===== config.mk =====
export PLATFORM = sky130hd
export DESIGN_NAME = typec_source_attach_outputs
export DESIGN_NICKNAME = d
export VERILOG_FILES = /design/src/typec_attach_pkg.sv /design/src/typec_source_attach_outputs.sv
export SDC_FILE = /design/constraint.sdc
export NUM_CORES = 1
export LEC_CHECK = 0
export ABC_AREA = 1
export BUFFER_PORTS_ARGS = -buffer_cell sky130_fd_sc_hd__clkbuf_2
export CAP_MARGIN = 20
export CORE_MARGIN = 2
export CORE_UTILIZATION = 54
export CTS_BUF_LIST = sky130_fd_sc_hd__clkbuf_8
export CTS_CLUSTER_SIZE = 10
export DETAILED_ROUTE_END_ITERATION = 8
export HOLD_SLACK_MARGIN = 0.05
export MAX_ROUTING_LAYER = met4
export PLACE_DENSITY = 0.86
export SLEW_MARGIN = 20
export SYNTH_ARGS = -nofsm -noshare
export SYNTH_HDL_FRONTEND = slang
export SYNTH_SLANG_ARGS = --single-unit
export TNS_END_PERCENT = 1

===== constraint.sdc =====
create_clock -name clk_sys_in -period 2.45 [get_ports clk_sys_in]
set_clock_uncertainty 0.05 [all_clocks]
set_input_delay 0.245 -clock clk_sys_in [delete_from_list [all_inputs] [get_ports clk_sys_in]]
set_output_delay 0.245 -clock clk_sys_in [all_outputs]
set_load 0.005 [all_outputs]

===== src/typec_attach_pkg.sv =====
// Package for the Type-C source attach output decoder.
// Assumes a single 250 MHz system clock and synchronous active-high reset.
package typec_attach_pkg;

  // Register offsets
  localparam logic [7:0] CONN_STATUS_OFS  = 8'h0e;
  localparam logic [7:0] OP_STATE_OFS     = 8'h11;

  // Settled connection status codes
  localparam logic [7:0] CONN_NONE        = 8'h00;
  localparam logic [7:0] CONN_SINK        = 8'h2d;
  localparam logic [7:0] CONN_SINK_CABLE  = 8'h2f;
  localparam logic [7:0] CONN_DEBUG       = 8'h6d;
  localparam logic [7:0] CONN_AUDIO       = 8'h81;

  // Operation state codes (values of the state register)
  localparam logic [7:0] OP_UNATTACHED    = 8'h00;
  localparam logic [7:0] OP_ATTACHED      = 8'h01;
  localparam logic [7:0] OP_UNORIENT_DBG  = 8'h02;
  localparam logic [7:0] OP_ORIENT_DBG    = 8'h03;
  localparam logic [7:0] OP_AUDIO         = 8'h04;

  // Termination seen on one CC line; LOW is anything below a cable load
  typedef enum logic [2:0] {
    TERM_OPEN,
    TERM_RA,
    TERM_RD,
    TERM_RP,
    TERM_LOW
  } cc_term_e;

  // Type-C source state
  typedef enum logic [2:0] {
    ST_UNATTACHED,
    ST_ATTACHED,
    ST_UNORIENT_DBG,
    ST_ORIENT_DBG,
    ST_AUDIO
  } typec_state_e;

endpackage


===== src/typec_source_attach_outputs.sv =====
// Decodes CC terminations into the source state, pins and status registers.
// Assumes terminations and monitor flags arrive from pins or analog blocks
// outside the clock domain; all are double-synchronised here.
//
// Function
// - Power enable drives low only in an attached or debug state with no overvoltage on a present supply and bus voltage in range.
// - Power enable is released whenever any one enabling condition fails.
// - A sink on one line with the other line open gives the attached state, power on, code 2Dh, orientation low only for line two, no VCONN.
// - Sink plus cable gives the attached state, VCONN on the cable line, power on, code 2Fh, orientation from the sink line.
// - Two sinks or a sink with a lower termination give debug states with 6Dh and power; two cables give audio with 81h and no power.
// - Open lines, a lone cable or two source pull-ups stay unattached with 00h, no VCONN and released outputs.
`timescale 1ns/10ps
module typec_source_attach_outputs (
  input  wire logic       clk_sys_in,
  input  wire logic       sys_rst_in,
  input  wire logic [2:0] cc1_term_in,
  input  wire logic [2:0] cc2_term_in,
  input  wire logic       supply_present_in,
  input  wire logic       supply_overvoltage_in,
  input  wire logic       bus_voltage_sense_ok_in,
  input  wire logic [7:0] reg_addr_in,
  output logic      [7:0] reg_rdata_out,
  output logic            source_power_enable_out,
  output logic            source_power_enable_oe_out,
  output logic            orientation_out,
  output logic            orientation_oe_out,
  output logic            vconn_cc1_on_out,
  output logic            vconn_cc2_on_out,
  output logic      [7:0] connection_status_out,
  output logic      [7:0] typec_operation_state_out
);

  typedef typec_attach_pkg::cc_term_e     cc_term_t;
  typedef typec_attach_pkg::typec_state_e st_t;

  logic [7:0] sync1_reg;
  logic [7:0] sync2_reg;
  cc_term_t   cc1_t;
  cc_term_t   cc2_t;
  logic       ovp_ok;
  logic       powered_state;
  logic       power_ok;
  st_t        state_next;
  logic [7:0] conn_next;
  logic       orient_oe_next;
  logic       vc1_next;
  logic       vc2_next;
  st_t        state_reg;
  logic       orient_oe_reg;
  logic       pwr_oe_reg;
  logic       vc1_reg;
  logic       vc2_reg;
  logic [7:0] conn_reg;
  logic [7:0] op_reg;

  // Map a state to its register code
  function automatic logic [7:0] op_code(input st_t s);
    case (s)
      typec_attach_pkg::ST_ATTACHED:     op_code = typec_attach_pkg::OP_ATTACHED;
      typec_attach_pkg::ST_UNORIENT_DBG: op_code = typec_attach_pkg::OP_UNORIENT_DBG;
      typec_attach_pkg::ST_ORIENT_DBG:   op_code = typec_attach_pkg::OP_ORIENT_DBG;
      typec_attach_pkg::ST_AUDIO:        op_code = typec_attach_pkg::OP_AUDIO;
      default:                           op_code = typec_attach_pkg::OP_UNATTACHED;
    endcase
  endfunction

  // Two-stage synchroniser; first stage feeds only the second
  always_ff @(posedge clk_sys_in)
  begin
    if (sys_rst_in)
    begin
      sync1_reg <= 8'h00;
      sync2_reg <= 8'h00;
    end
    else
    begin
      sync1_reg <= {cc1_term_in, cc2_term_in, supply_present_in,
                    supply_overvoltage_in};
      sync2_reg <= sync1_reg;
    end
  end

  assign cc1_t = cc_term_t'(sync2_reg[7:5]);
  assign cc2_t = cc_term_t'(sync2_reg[4:2]);
  // Overvoltage only counts while the supply is present
  assign ovp_ok = !(sync2_reg[1] && sync2_reg[0]);

  // Bus sense has its own pair so the flops stay separate per source
  logic sense1_reg;
  logic sense2_reg;
  always_ff @(posedge clk_sys_in)
  begin
    if (sys_rst_in)
    begin
      sense1_reg <= 1'b0;
      sense2_reg <= 1'b0;
    end
    else
    begin
      sense1_reg <= bus_voltage_sense_ok_in;
      sense2_reg <= sense1_reg;
    end
  end

  // Termination decode into next state, status code and switches
  always_comb
  begin
    state_next     = typec_attach_pkg::ST_UNATTACHED;
    conn_next      = typec_attach_pkg::CONN_NONE;
    orient_oe_next = 1'b0;
    vc1_next       = 1'b0;
    vc2_next       = 1'b0;
    if (cc1_t == typec_attach_pkg::TERM_RD &&
        cc2_t == typec_attach_pkg::TERM_RD)
    begin
      state_next = typec_attach_pkg::ST_UNORIENT_DBG;
      conn_next  = typec_attach_pkg::CONN_DEBUG;
    end
    else if (cc1_t == typec_attach_pkg::TERM_RD &&
             cc2_t == typec_attach_pkg::TERM_OPEN)
    begin
      state_next = typec_attach_pkg::ST_ATTACHED;
      conn_next  = typec_attach_pkg::CONN_SINK;
    end
    else if (cc2_t == typec_attach_pkg::TERM_RD &&
             cc1_t == typec_attach_pkg::TERM_OPEN)
    begin
      state_next     = typec_attach_pkg::ST_ATTACHED;
      conn_next      = typec_attach_pkg::CONN_SINK;
      orient_oe_next = 1'b1;
    end
    // sink with cable; VCONN goes to the cable line
    else if (cc1_t == typec_attach_pkg::TERM_RD &&
             cc2_t == typec_attach_pkg::TERM_RA)
    begin
      state_next = typec_attach_pkg::ST_ATTACHED;
      conn_next  = typec_attach_pkg::CONN_SINK_CABLE;
      vc2_next   = 1'b1;
    end
    else if (cc2_t == typec_attach_pkg::TERM_RD &&
             cc1_t == typec_attach_pkg::TERM_RA)
    begin
      state_next     = typec_attach_pkg::ST_ATTACHED;
      conn_next      = typec_attach_pkg::CONN_SINK_CABLE;
      orient_oe_next = 1'b1;
      vc1_next       = 1'b1;
    end
    // sink with a termination below Ra; plain Ra was taken above
    else if (cc1_t == typec_attach_pkg::TERM_RD &&
             cc2_t != typec_attach_pkg::TERM_RP)
    begin
      state_next = typec_attach_pkg::ST_ORIENT_DBG;
      conn_next  = typec_attach_pkg::CONN_DEBUG;
    end
    else if (cc2_t == typec_attach_pkg::TERM_RD &&
             cc1_t != typec_attach_pkg::TERM_RP)
    begin
      state_next     = typec_attach_pkg::ST_ORIENT_DBG;
      conn_next      = typec_attach_pkg::CONN_DEBUG;
      orient_oe_next = 1'b1;
    end
    else if (cc1_t == typec_attach_pkg::TERM_RA &&
             cc2_t == typec_attach_pkg::TERM_RA)
    begin
      state_next = typec_attach_pkg::ST_AUDIO;
      conn_next  = typec_attach_pkg::CONN_AUDIO;
    end
    // everything else stays unattached with defaults
  end

  assign powered_state = (state_next == typec_attach_pkg::ST_ATTACHED) ||
                         (state_next == typec_attach_pkg::ST_UNORIENT_DBG) ||
                         (state_next == typec_attach_pkg::ST_ORIENT_DBG);
  // any failing condition drops the enable
  assign power_ok = powered_state && ovp_ok && sense2_reg;

  // State and pins; registers load in the same edge as the pins
  always_ff @(posedge clk_sys_in)
  begin
    if (sys_rst_in)
    begin
      state_reg     <= typec_attach_pkg::ST_UNATTACHED;
      orient_oe_reg <= 1'b0;
      vc1_reg       <= 1'b0;
      vc2_reg       <= 1'b0;
      conn_reg      <= typec_attach_pkg::CONN_NONE;
      op_reg        <= typec_attach_pkg::OP_UNATTACHED;
    end
    else
    begin
      state_reg     <= state_next;
      orient_oe_reg <= orient_oe_next;
      vc1_reg       <= vc1_next;
      vc2_reg       <= vc2_next;
      conn_reg      <= conn_next;
      op_reg        <= op_code(state_next);
    end
  end

  // enable loads on the same edge as the state, so connection_status_out
  // never disagrees with the pin; a status read lags the pin by one cycle
  always_ff @(posedge clk_sys_in)
  begin
    if (sys_rst_in)
      pwr_oe_reg <= 1'b0;
    else
      pwr_oe_reg <= power_ok;
  end

  // Pins: drive low when enabled, release otherwise
  assign source_power_enable_out    = 1'b0;
  assign source_power_enable_oe_out = pwr_oe_reg;
  assign orientation_out            = 1'b0;
  assign orientation_oe_out         = orient_oe_reg;
  assign vconn_cc1_on_out           = vc1_reg;
  assign vconn_cc2_on_out           = vc2_reg;
  assign connection_status_out      = conn_reg;
  assign typec_operation_state_out  = op_reg;

  // Register read port; unmapped addresses read zero
  always_ff @(posedge clk_sys_in)
  begin
    if (sys_rst_in)
      reg_rdata_out <= 8'h00;
    else if (reg_addr_in == typec_attach_pkg::CONN_STATUS_OFS)
      reg_rdata_out <= conn_reg;
    else if (reg_addr_in == typec_attach_pkg::OP_STATE_OFS)
      reg_rdata_out <= op_reg;
    else
      reg_rdata_out <= 8'h00;
  end

  // Assertions
  power_cause_a: assert property (@(posedge clk_sys_in) disable iff (sys_rst_in)
    source_power_enable_oe_out |->
      $past(ovp_ok) && $past(sense2_reg) &&
      (typec_operation_state_out == typec_attach_pkg::OP_ATTACHED ||
       typec_operation_state_out == typec_attach_pkg::OP_UNORIENT_DBG ||
       typec_operation_state_out == typec_attach_pkg::OP_ORIENT_DBG))
    else $error("power enable without all conditions");
  power_drop_a: assert property (@(posedge clk_sys_in) disable iff (sys_rst_in)
    !power_ok |=> !source_power_enable_oe_out)
    else $error("power enable kept after a failure");
  sink_code_a: assert property (@(posedge clk_sys_in) disable iff (sys_rst_in)
    (connection_status_out == typec_attach_pkg::CONN_SINK) |->
      !vconn_cc1_on_out && !vconn_cc2_on_out)
    else $error("vconn on for plain sink");
  cable_vconn_a: assert property (@(posedge clk_sys_in) disable iff (sys_rst_in)
    (connection_status_out == typec_attach_pkg::CONN_SINK_CABLE) |->
      (vconn_cc1_on_out ^ vconn_cc2_on_out))
    else $error("vconn not on exactly one line");
  audio_off_a: assert property (@(posedge clk_sys_in) disable iff (sys_rst_in)
    (connection_status_out == typec_attach_pkg::CONN_AUDIO) |->
      !source_power_enable_oe_out)
    else $error("power on for audio accessory");
  idle_quiet_a: assert property (@(posedge clk_sys_in) disable iff (sys_rst_in)
    (connection_status_out == typec_attach_pkg::CONN_NONE) |->
      !orientation_oe_out && !vconn_cc1_on_out && !vconn_cc2_on_out &&
      !source_power_enable_oe_out)
    else $error("outputs active while unattached");
  regs_match_a: assert property (@(posedge clk_sys_in) disable iff (sys_rst_in)
    (typec_operation_state_out == typec_attach_pkg::OP_UNATTACHED) ==
      (connection_status_out == typec_attach_pkg::CONN_NONE))
    else $error("state register out of step");
  pin_match_a: assert property (@(posedge clk_sys_in) disable iff (sys_rst_in)
    source_power_enable_oe_out |->
      (connection_status_out == typec_attach_pkg::CONN_SINK ||
       connection_status_out == typec_attach_pkg::CONN_SINK_CABLE ||
       connection_status_out == typec_attach_pkg::CONN_DEBUG))
    else $error("power pin and status register disagree");
  read_back_a: assert property (@(posedge clk_sys_in) disable iff (sys_rst_in)
    (reg_addr_in == typec_attach_pkg::CONN_STATUS_OFS) |=>
      reg_rdata_out == $past(conn_reg))
    else $error("status read mismatch");

  sink_cov: cover property (@(posedge clk_sys_in)
    connection_status_out == typec_attach_pkg::CONN_SINK_CABLE);
  dbg_cov: cover property (@(posedge clk_sys_in)
    connection_status_out == typec_attach_pkg::CONN_DEBUG &&
    source_power_enable_oe_out);
  audio_cov: cover property (@(posedge clk_sys_in)
    connection_status_out == typec_attach_pkg::CONN_AUDIO);
  orient_cov: cover property (@(posedge clk_sys_in)
    typec_operation_state_out == typec_attach_pkg::OP_ORIENT_DBG);

endmodule


==> run summary, run 1 <==
CP startpoint kind = register
Register area share after synthesis = 54.19%
Delay of the slowest cell on the worst path = 0.38 ns
Crit path buffers/inverters = 1
TritonCTS clock tree = done
# diodes = 0
Final slew viol count = 0
Internal cell power = 930.8 µW
Critical path's slowest cell = dfxtp_1
Yosys reg bits = 36
Max-cap violations = 0
Status = completed
Area after DPL = 0.001485 mm²
Area Overhead vs Synth = 19.76%
Top-area cell type share of the netlist area = 54.19%
FF-to-FF Start = sync2_reg[6]$_SDFF_PP0_
Pwr Total = 1167 µW
Largest net degree at the start of global routing = 27
Top cells by area, synth = dfxtp_1, nor2_1, inv_1, buf_4, nand2_1
Clk root buf = clkbuf_8
Critical path type = reg2out
Final instance area = 0.001593 mm²
First-pass GRT wire length = 3215 µm
Sequential share of power = 52.4%
Worst Hold Class = in2reg
Multi-input gate area = 399.1 µm²
Total global-route track usage = 16.80%
Metal-1 WL = 758 µm
Filler-free cell count of the finished design = 233
RSZ-0062 raised after global routing = false
Max Used Layer = met4
Synth cell types = 21
Synth cell count leaders = dfxtp_1, nor2_1, inv_1
CP max FO = 4
Worst Reg-to-Reg Cells = 6
Reg2reg end = typec_operation_state_out[1]$_SDFF_PP0_
Count leader, synth = dfxtp_1
GP Congestion = 0.8208
Met2 wire len = 1072 µm
Clk pwr share = 41.4%
Worst-path cell chain = clkbuf_2
Worst Hold Launch = supply_present_in
Post-CTS Setup Bufs = 0
Static leakage = 0.0008346 µW
Tmin final = 1.097 ns
Avg Cell Area, Syn = 8.061 µm²
Crit path capture = connection_status_out[5]
Fin nets = 223
Post-synth EDFFs = 0
TNS Setup = 0 ns
Core region area = 0.002276 mm²
Via count = 1,004
Synth Warn # = 0
Final WL = 2031 µm
Final worst-path cycle share = 44.76%
GRT Residual Overflow = 0
CTS buffer count = 5
# IOs = 49
Starting Density = 58.44%
Detailed Route Iter0 Violations = 9
Clock Sinks = 36
DIE HEIGHT = 53.63 µm
FF-to-FF setup slack = 1.36 ns
Worst Path Arrival = 0.80 ns
Element type at the critical path end = output pin
Final setup violation count = 0
Vias in the first global route = 884
Max VDD drop = 0.7416 mV
Dpl cells = 225
Wire per inst = 8.717 µm
Comb pwr share = 6.1%
Clock Tree Buf Depth = 2
Post-synthesis cell count = 165
DRC = 0
Net Sw Frac = 20.27%
Cell family with most CP delay = flip-flops
Via/cell ratio = 4.309
Launch point of the worst path = connection_status_out[5]$_SDFF_PP0_
Critical path depth in cells = 1
Die extent in x = 53.63 µm
DP HPWL = 1652 µm
Post-CTS sizing = 0
# rows = 17
CTS Hold Buffers Added = 0
Layout cells sized above 1 = 30.73%
Worst Hold Depth = 3
Worst Path Required = 2.15 ns
Post-synthesis cell area = 0.001330 mm²
Clk slew on worst S/H paths = 0.07 ns
Routed Antenna Nets = 0
Area leader, netlist = dfxtp_1
Storage element area = 720.7 µm²
Power Density = 733.0 mW/mm²
Most used DFF post-synth = dfxtp_1
Worst skew pair latency = 0.28 ns
Final Hold Vio Count = 0
Share of synthesized flip-flops with an asynchronous set or reset = 0%
Die ar. = 0.002876 mm²
Met3 wire length = 170 µm
PortBufs = 39
Layout filler cell count = 187
Max H-tree Level = 2
Fin util = 69.98%
Sw Pwr = 236.7 µW
Drt pass-1 iters = 4
Antenna violations before repair = 0
Peak Freq = 912.0 MHz
metrics by stage:
stage,setup slack (ns),hold WS (ns)
after global routing,1.229,0.1006
after global placement,1.289,0.3408
after floorplan,1.473,0.3020
after detailed placement,1.240,0.3456
after CTS,1.340,0.09032
final,1.354,0.1007
metal layers:
layer / vias up / GRT usage, %
met1: 419 / 13.53
met2: 43 / 31.89
met3: 2 / 5.833
li1: 540 / -
met4: 0 / 10.26
met5: - / -
cells by family after synthesis:
group	count (synthesis)	synth area share, %
AOI/OAI and AO/OA	7	2.916
buffers and inverters	51	18.06
DFF	36	54.19
other	1	0.2819
and+or+nand+nor	70	24.55
how the worst min path moves through the flow:
stage                         endpoint
2_1_floorplan    sense1_reg$_SDFF_PP0_
3_3_place_gp   sync2_reg[2]$_SDFF_PP0_
3_5_place_dp   sync2_reg[3]$_SDFF_PP0_
4_1_cts        sync1_reg[1]$_SDFF_PP0_
5_1_grt        sync1_reg[1]$_SDFF_PP0_
6_report       sync1_reg[1]$_SDFF_PP0_
power groups by stage:
| stage | logic [µW] | clock network, µW | registers, µW |
|---|---|---|---|
| 2_1_floorplan | 57.6 | 0 | 624 |
| 3_3_place_gp | 68.4 | 0 | 624 |
| 5_1_grt | 83.2 | 524 | 614 |
| 3_5_place_dp | 71.9 | 0 | 626 |
| 6_report | 71.6 | 484 | 612 |
| 4_1_cts | 72.1 | 494 | 612 |
worst reg2reg max path: stages, from the launching register on:
cell and delay (ns):
dfxtp_1 0.33, nor2_2 0.12, nand2_1 0.09, nor2_1 0.17
nor2_2 0.07, nand3_2 0.08, nor2_1 0.04
placed cells by master, fill, tap and decap left out, types with 2 or more instances in the layout:
| cell | instances |
|---|---|
| clkbuf_2 | 39 |
| dfxtp_1 | 36 |
| nor2_1 | 35 |
| inv_1 | 33 |
| nand2_1 | 12 |
| conb_1 | 9 |
| nand3_1 | 8 |
| clkbuf_8 | 5 |
| nor2_2 | 4 |
| inv_2 | 4 |
| nand3_2 | 3 |
| nand2_2 | 3 |
| o21ai_0 | 2 |
| a21oi_1 | 2 |
| o21ai_1 | 2 |
final cells by class:
cell class	instances	area share [%]
Tap cell	28	2.200
Multi-Input combinational cell	86	25.06
Timing Repair Buffer	39	12.25
Clock buffer	5	4.320
Clock inverter	3	2.435
Inverter	36	8.484
Sequential cell	36	45.25
Note: power is estimated with default switching activity, not from simulation.
==> run 2: changes to the inputs <==
CORE_ASPECT_RATIO = 2   (was default)
CORE_UTILIZATION = 45   (was 54)
PLACE_DENSITY = 0.77   (was 0.86)
clock period = 0.95 ns   (was 2.45 ns; I/O delays follow)
==> run summary, run 2 (same netlist as run 1, synthesis figures left out) <==
GP Congestion = 0.9057 (+10%)
Cell family with most CP delay = simple AND/OR/NAND/NOR gates
Worst hold margin = 0.07643 ns (-0.02429 ns)
TritonCTS clock tree = done
Metal-1 WL = 837 µm (+10%)
RSZ-0062 raised after global routing = true
Commonest non-fill, non-tap cell in the layout = clkbuf_2
Delay of the slowest cell on the worst path = 0.34 ns (-0.04 ns)
Most frequent cells in the layout = clkbuf_2, inv_1, dfxtp_1
Status = complete, but fails checks
Worst skew pair latency = 0.29 ns (about the same)
Storage element area = 734.5 µm² (+1.9%)
CP max FO = 4 (unchanged)
Layout filler cell count = 237 (+27%)
Final worst-path cycle share = 112.7%
Wire per inst = 10.05 µm (+15%)
Final slew viol count = 0 (unchanged)
Pwr Total = 3135 µW (+170%)
CP startpoint kind = register
Core region area = 0.002873 mm² (+26%)
Multi-input gate area = 500.5 µm² (+25%)
Power Density = 1707 mW/mm² (+130%)
DIE HEIGHT = 80.89 µm (+51%)
Failing checks = setup timing
DRC = 0 (unchanged)
Via/cell ratio = 4.466 (+3.6%)
Detailed Route Iter0 Violations = 11 (+2)
DP HPWL = 1658 µm (+0.39%)
Crit path buffers/inverters = 1 (unchanged)
# IOs = 49 (unchanged)
TNS Setup = -1.034 ns (-1.034 ns)
Worst-path cell chain = inv_2, nand3_4, nor2_2, nor2_4, nand2_1, nor2_1
Max H-tree Level = 2 (unchanged)
Clock Sinks = 36 (unchanged)
Routed Antenna Nets = 0 (unchanged)
Worst Path Required = 1.08 ns (-1.07 ns)
CTS buffer count = 5 (unchanged)
Tmin final = 1.070 ns
First-pass GRT wire length = 4195 µm (+30%)
Met2 wire len = 1344 µm (+25%)
Vias in the first global route = 1,146 (+30%)
Drt pass-1 iters = 4 (unchanged)
Final instance area = 0.001837 mm² (+15%)
Total global-route track usage = 17.03% (+0.23 points)
Area Overhead vs Synth = 38.10%
Met3 wire length = 204 µm (+20%)
# diodes = 0 (unchanged)
Final WL = 2483 µm (+22%)
Via count = 1,103 (+9.9%)
Worst Path Arrival = 1.20 ns (+0.40 ns)
Worst Hold Class = in2reg
Max-cap violations = 0 (unchanged)
Die extent in x = 42.44 µm (-21%)
GRT Residual Overflow = 0 (unchanged)
Critical path's slowest cell = dfxtp_2
Dpl cells = 229 (+1.8%)
Area after DPL = 0.001508 mm² (+1.5%)
PortBufs = 39 (unchanged)
Clock Tree Buf Depth = 2 (unchanged)
Starting Density = 46.30% (-12 points)
Filler-free cell count of the finished design = 247 (+6.0%)
Antenna violations before repair = 0 (unchanged)
Fin nets = 235 (+5.4%)
Largest net degree at the start of global routing = 16 (-41%)
Element type at the critical path end = register
# rows = 28 (+11)
Die ar. = 0.003433 mm² (+19%)
Max Used Layer = met4
Final setup violation count = 12 (+12)
Layout cells sized above 1 = 41.47% (+11 points)
Peak Freq = 934.2 MHz
Max VDD drop = 1.765 mV (+140%)
Final Hold Vio Count = 0 (unchanged)
Clk slew on worst S/H paths = 0.07 ns (about the same)
Clk root buf = clkbuf_8
Static leakage = 0.0009028 µW (+8.2%)
Critical path type = reg2reg
Post-route setup slack = -0.1204 ns (-1.474 ns)
-- run 2: cell types whose count changed in the layout (fill, tap and decap cells not counted), sizes merged --
cell | before | now
dlygate4sd3 | 0 | 9
clkinvlp | 0 | 1
buf | 0 | 3
inv | 37 | 36
-- run 2: layer usage --
metal  vias to the layer above  track usage [%]
li1                        563                -
met1                       487            11.98
met2                        45            31.85
met3                         8            6.889
met5                         -                -
met4                         0            12.50
-- run 2: path summary, 6_finish.rpt --
path	from	endpoint	slack [ns]	cells past startpoint
min reg2reg	sync1_reg[1]$_SDFF_PP0_	sync2_reg[1]$_SDFF_PP0_	0.34	2
max	sync2_reg[2]$_SDFF_PP0_	vconn_cc1_on_out$_SDFF_PP0_	-0.12	6
min	reg_addr_in[3]	reg_rdata_out[1]$_SDFF_PP0_	0.08	4
max reg2reg	sync2_reg[2]$_SDFF_PP0_	vconn_cc1_on_out$_SDFF_PP0_	-0.12	6
-- run 2: through the flow --
| step | worst slack (ns) | util (%) |
|---|---|---|
| after floorplan | -0.006174 | - |
| after global placement | -0.07895 | 52.48 |
| after detailed placement | -0.08690 | 52.48 |
| after CTS | -0.07316 | 61.80 |
| after global routing | -0.1669 | 63.94 |
| final | -0.1204 | 63.94 |
-- run 2: worst reg2reg max path: stages, from the launching register on --
cell and delay [ns]:
dfxtp_2 0.34, inv_2 0.08, nand3_4 0.11, nor2_2 0.18
nor2_4 0.06, nand2_1 0.09, nor2_1 0.06
-- run 2: repair_timing --
item                       CTS  global route
setup endpoints to repair   15            12
buffers inserted             1             0
hold buffers                 9             0
resized for setup           22            17
hold endpoints to repair     9             0
pin swaps                   10             4
-- run 2: power by group --
group	total, µW	switching (µW)	leakage (µW)	internal, µW
Combinational	267	144	0.000551	123
Clock	1290	512	0.0000541	775
Sequential	1580	24.8	0.000298	1560
Total	3140	681	0.000903	2450
-- run 2: layout make-up --
class / instances / area share (%)
multi-input cells: 86 / 27.25
clock inverters: 3 / 2.316
repair buffers: 51 / 16.76
flip-flops and latches: 36 / 39.99
well taps: 30 / 2.044
clock buffers: 5 / 3.747
inverters: 36 / 7.902
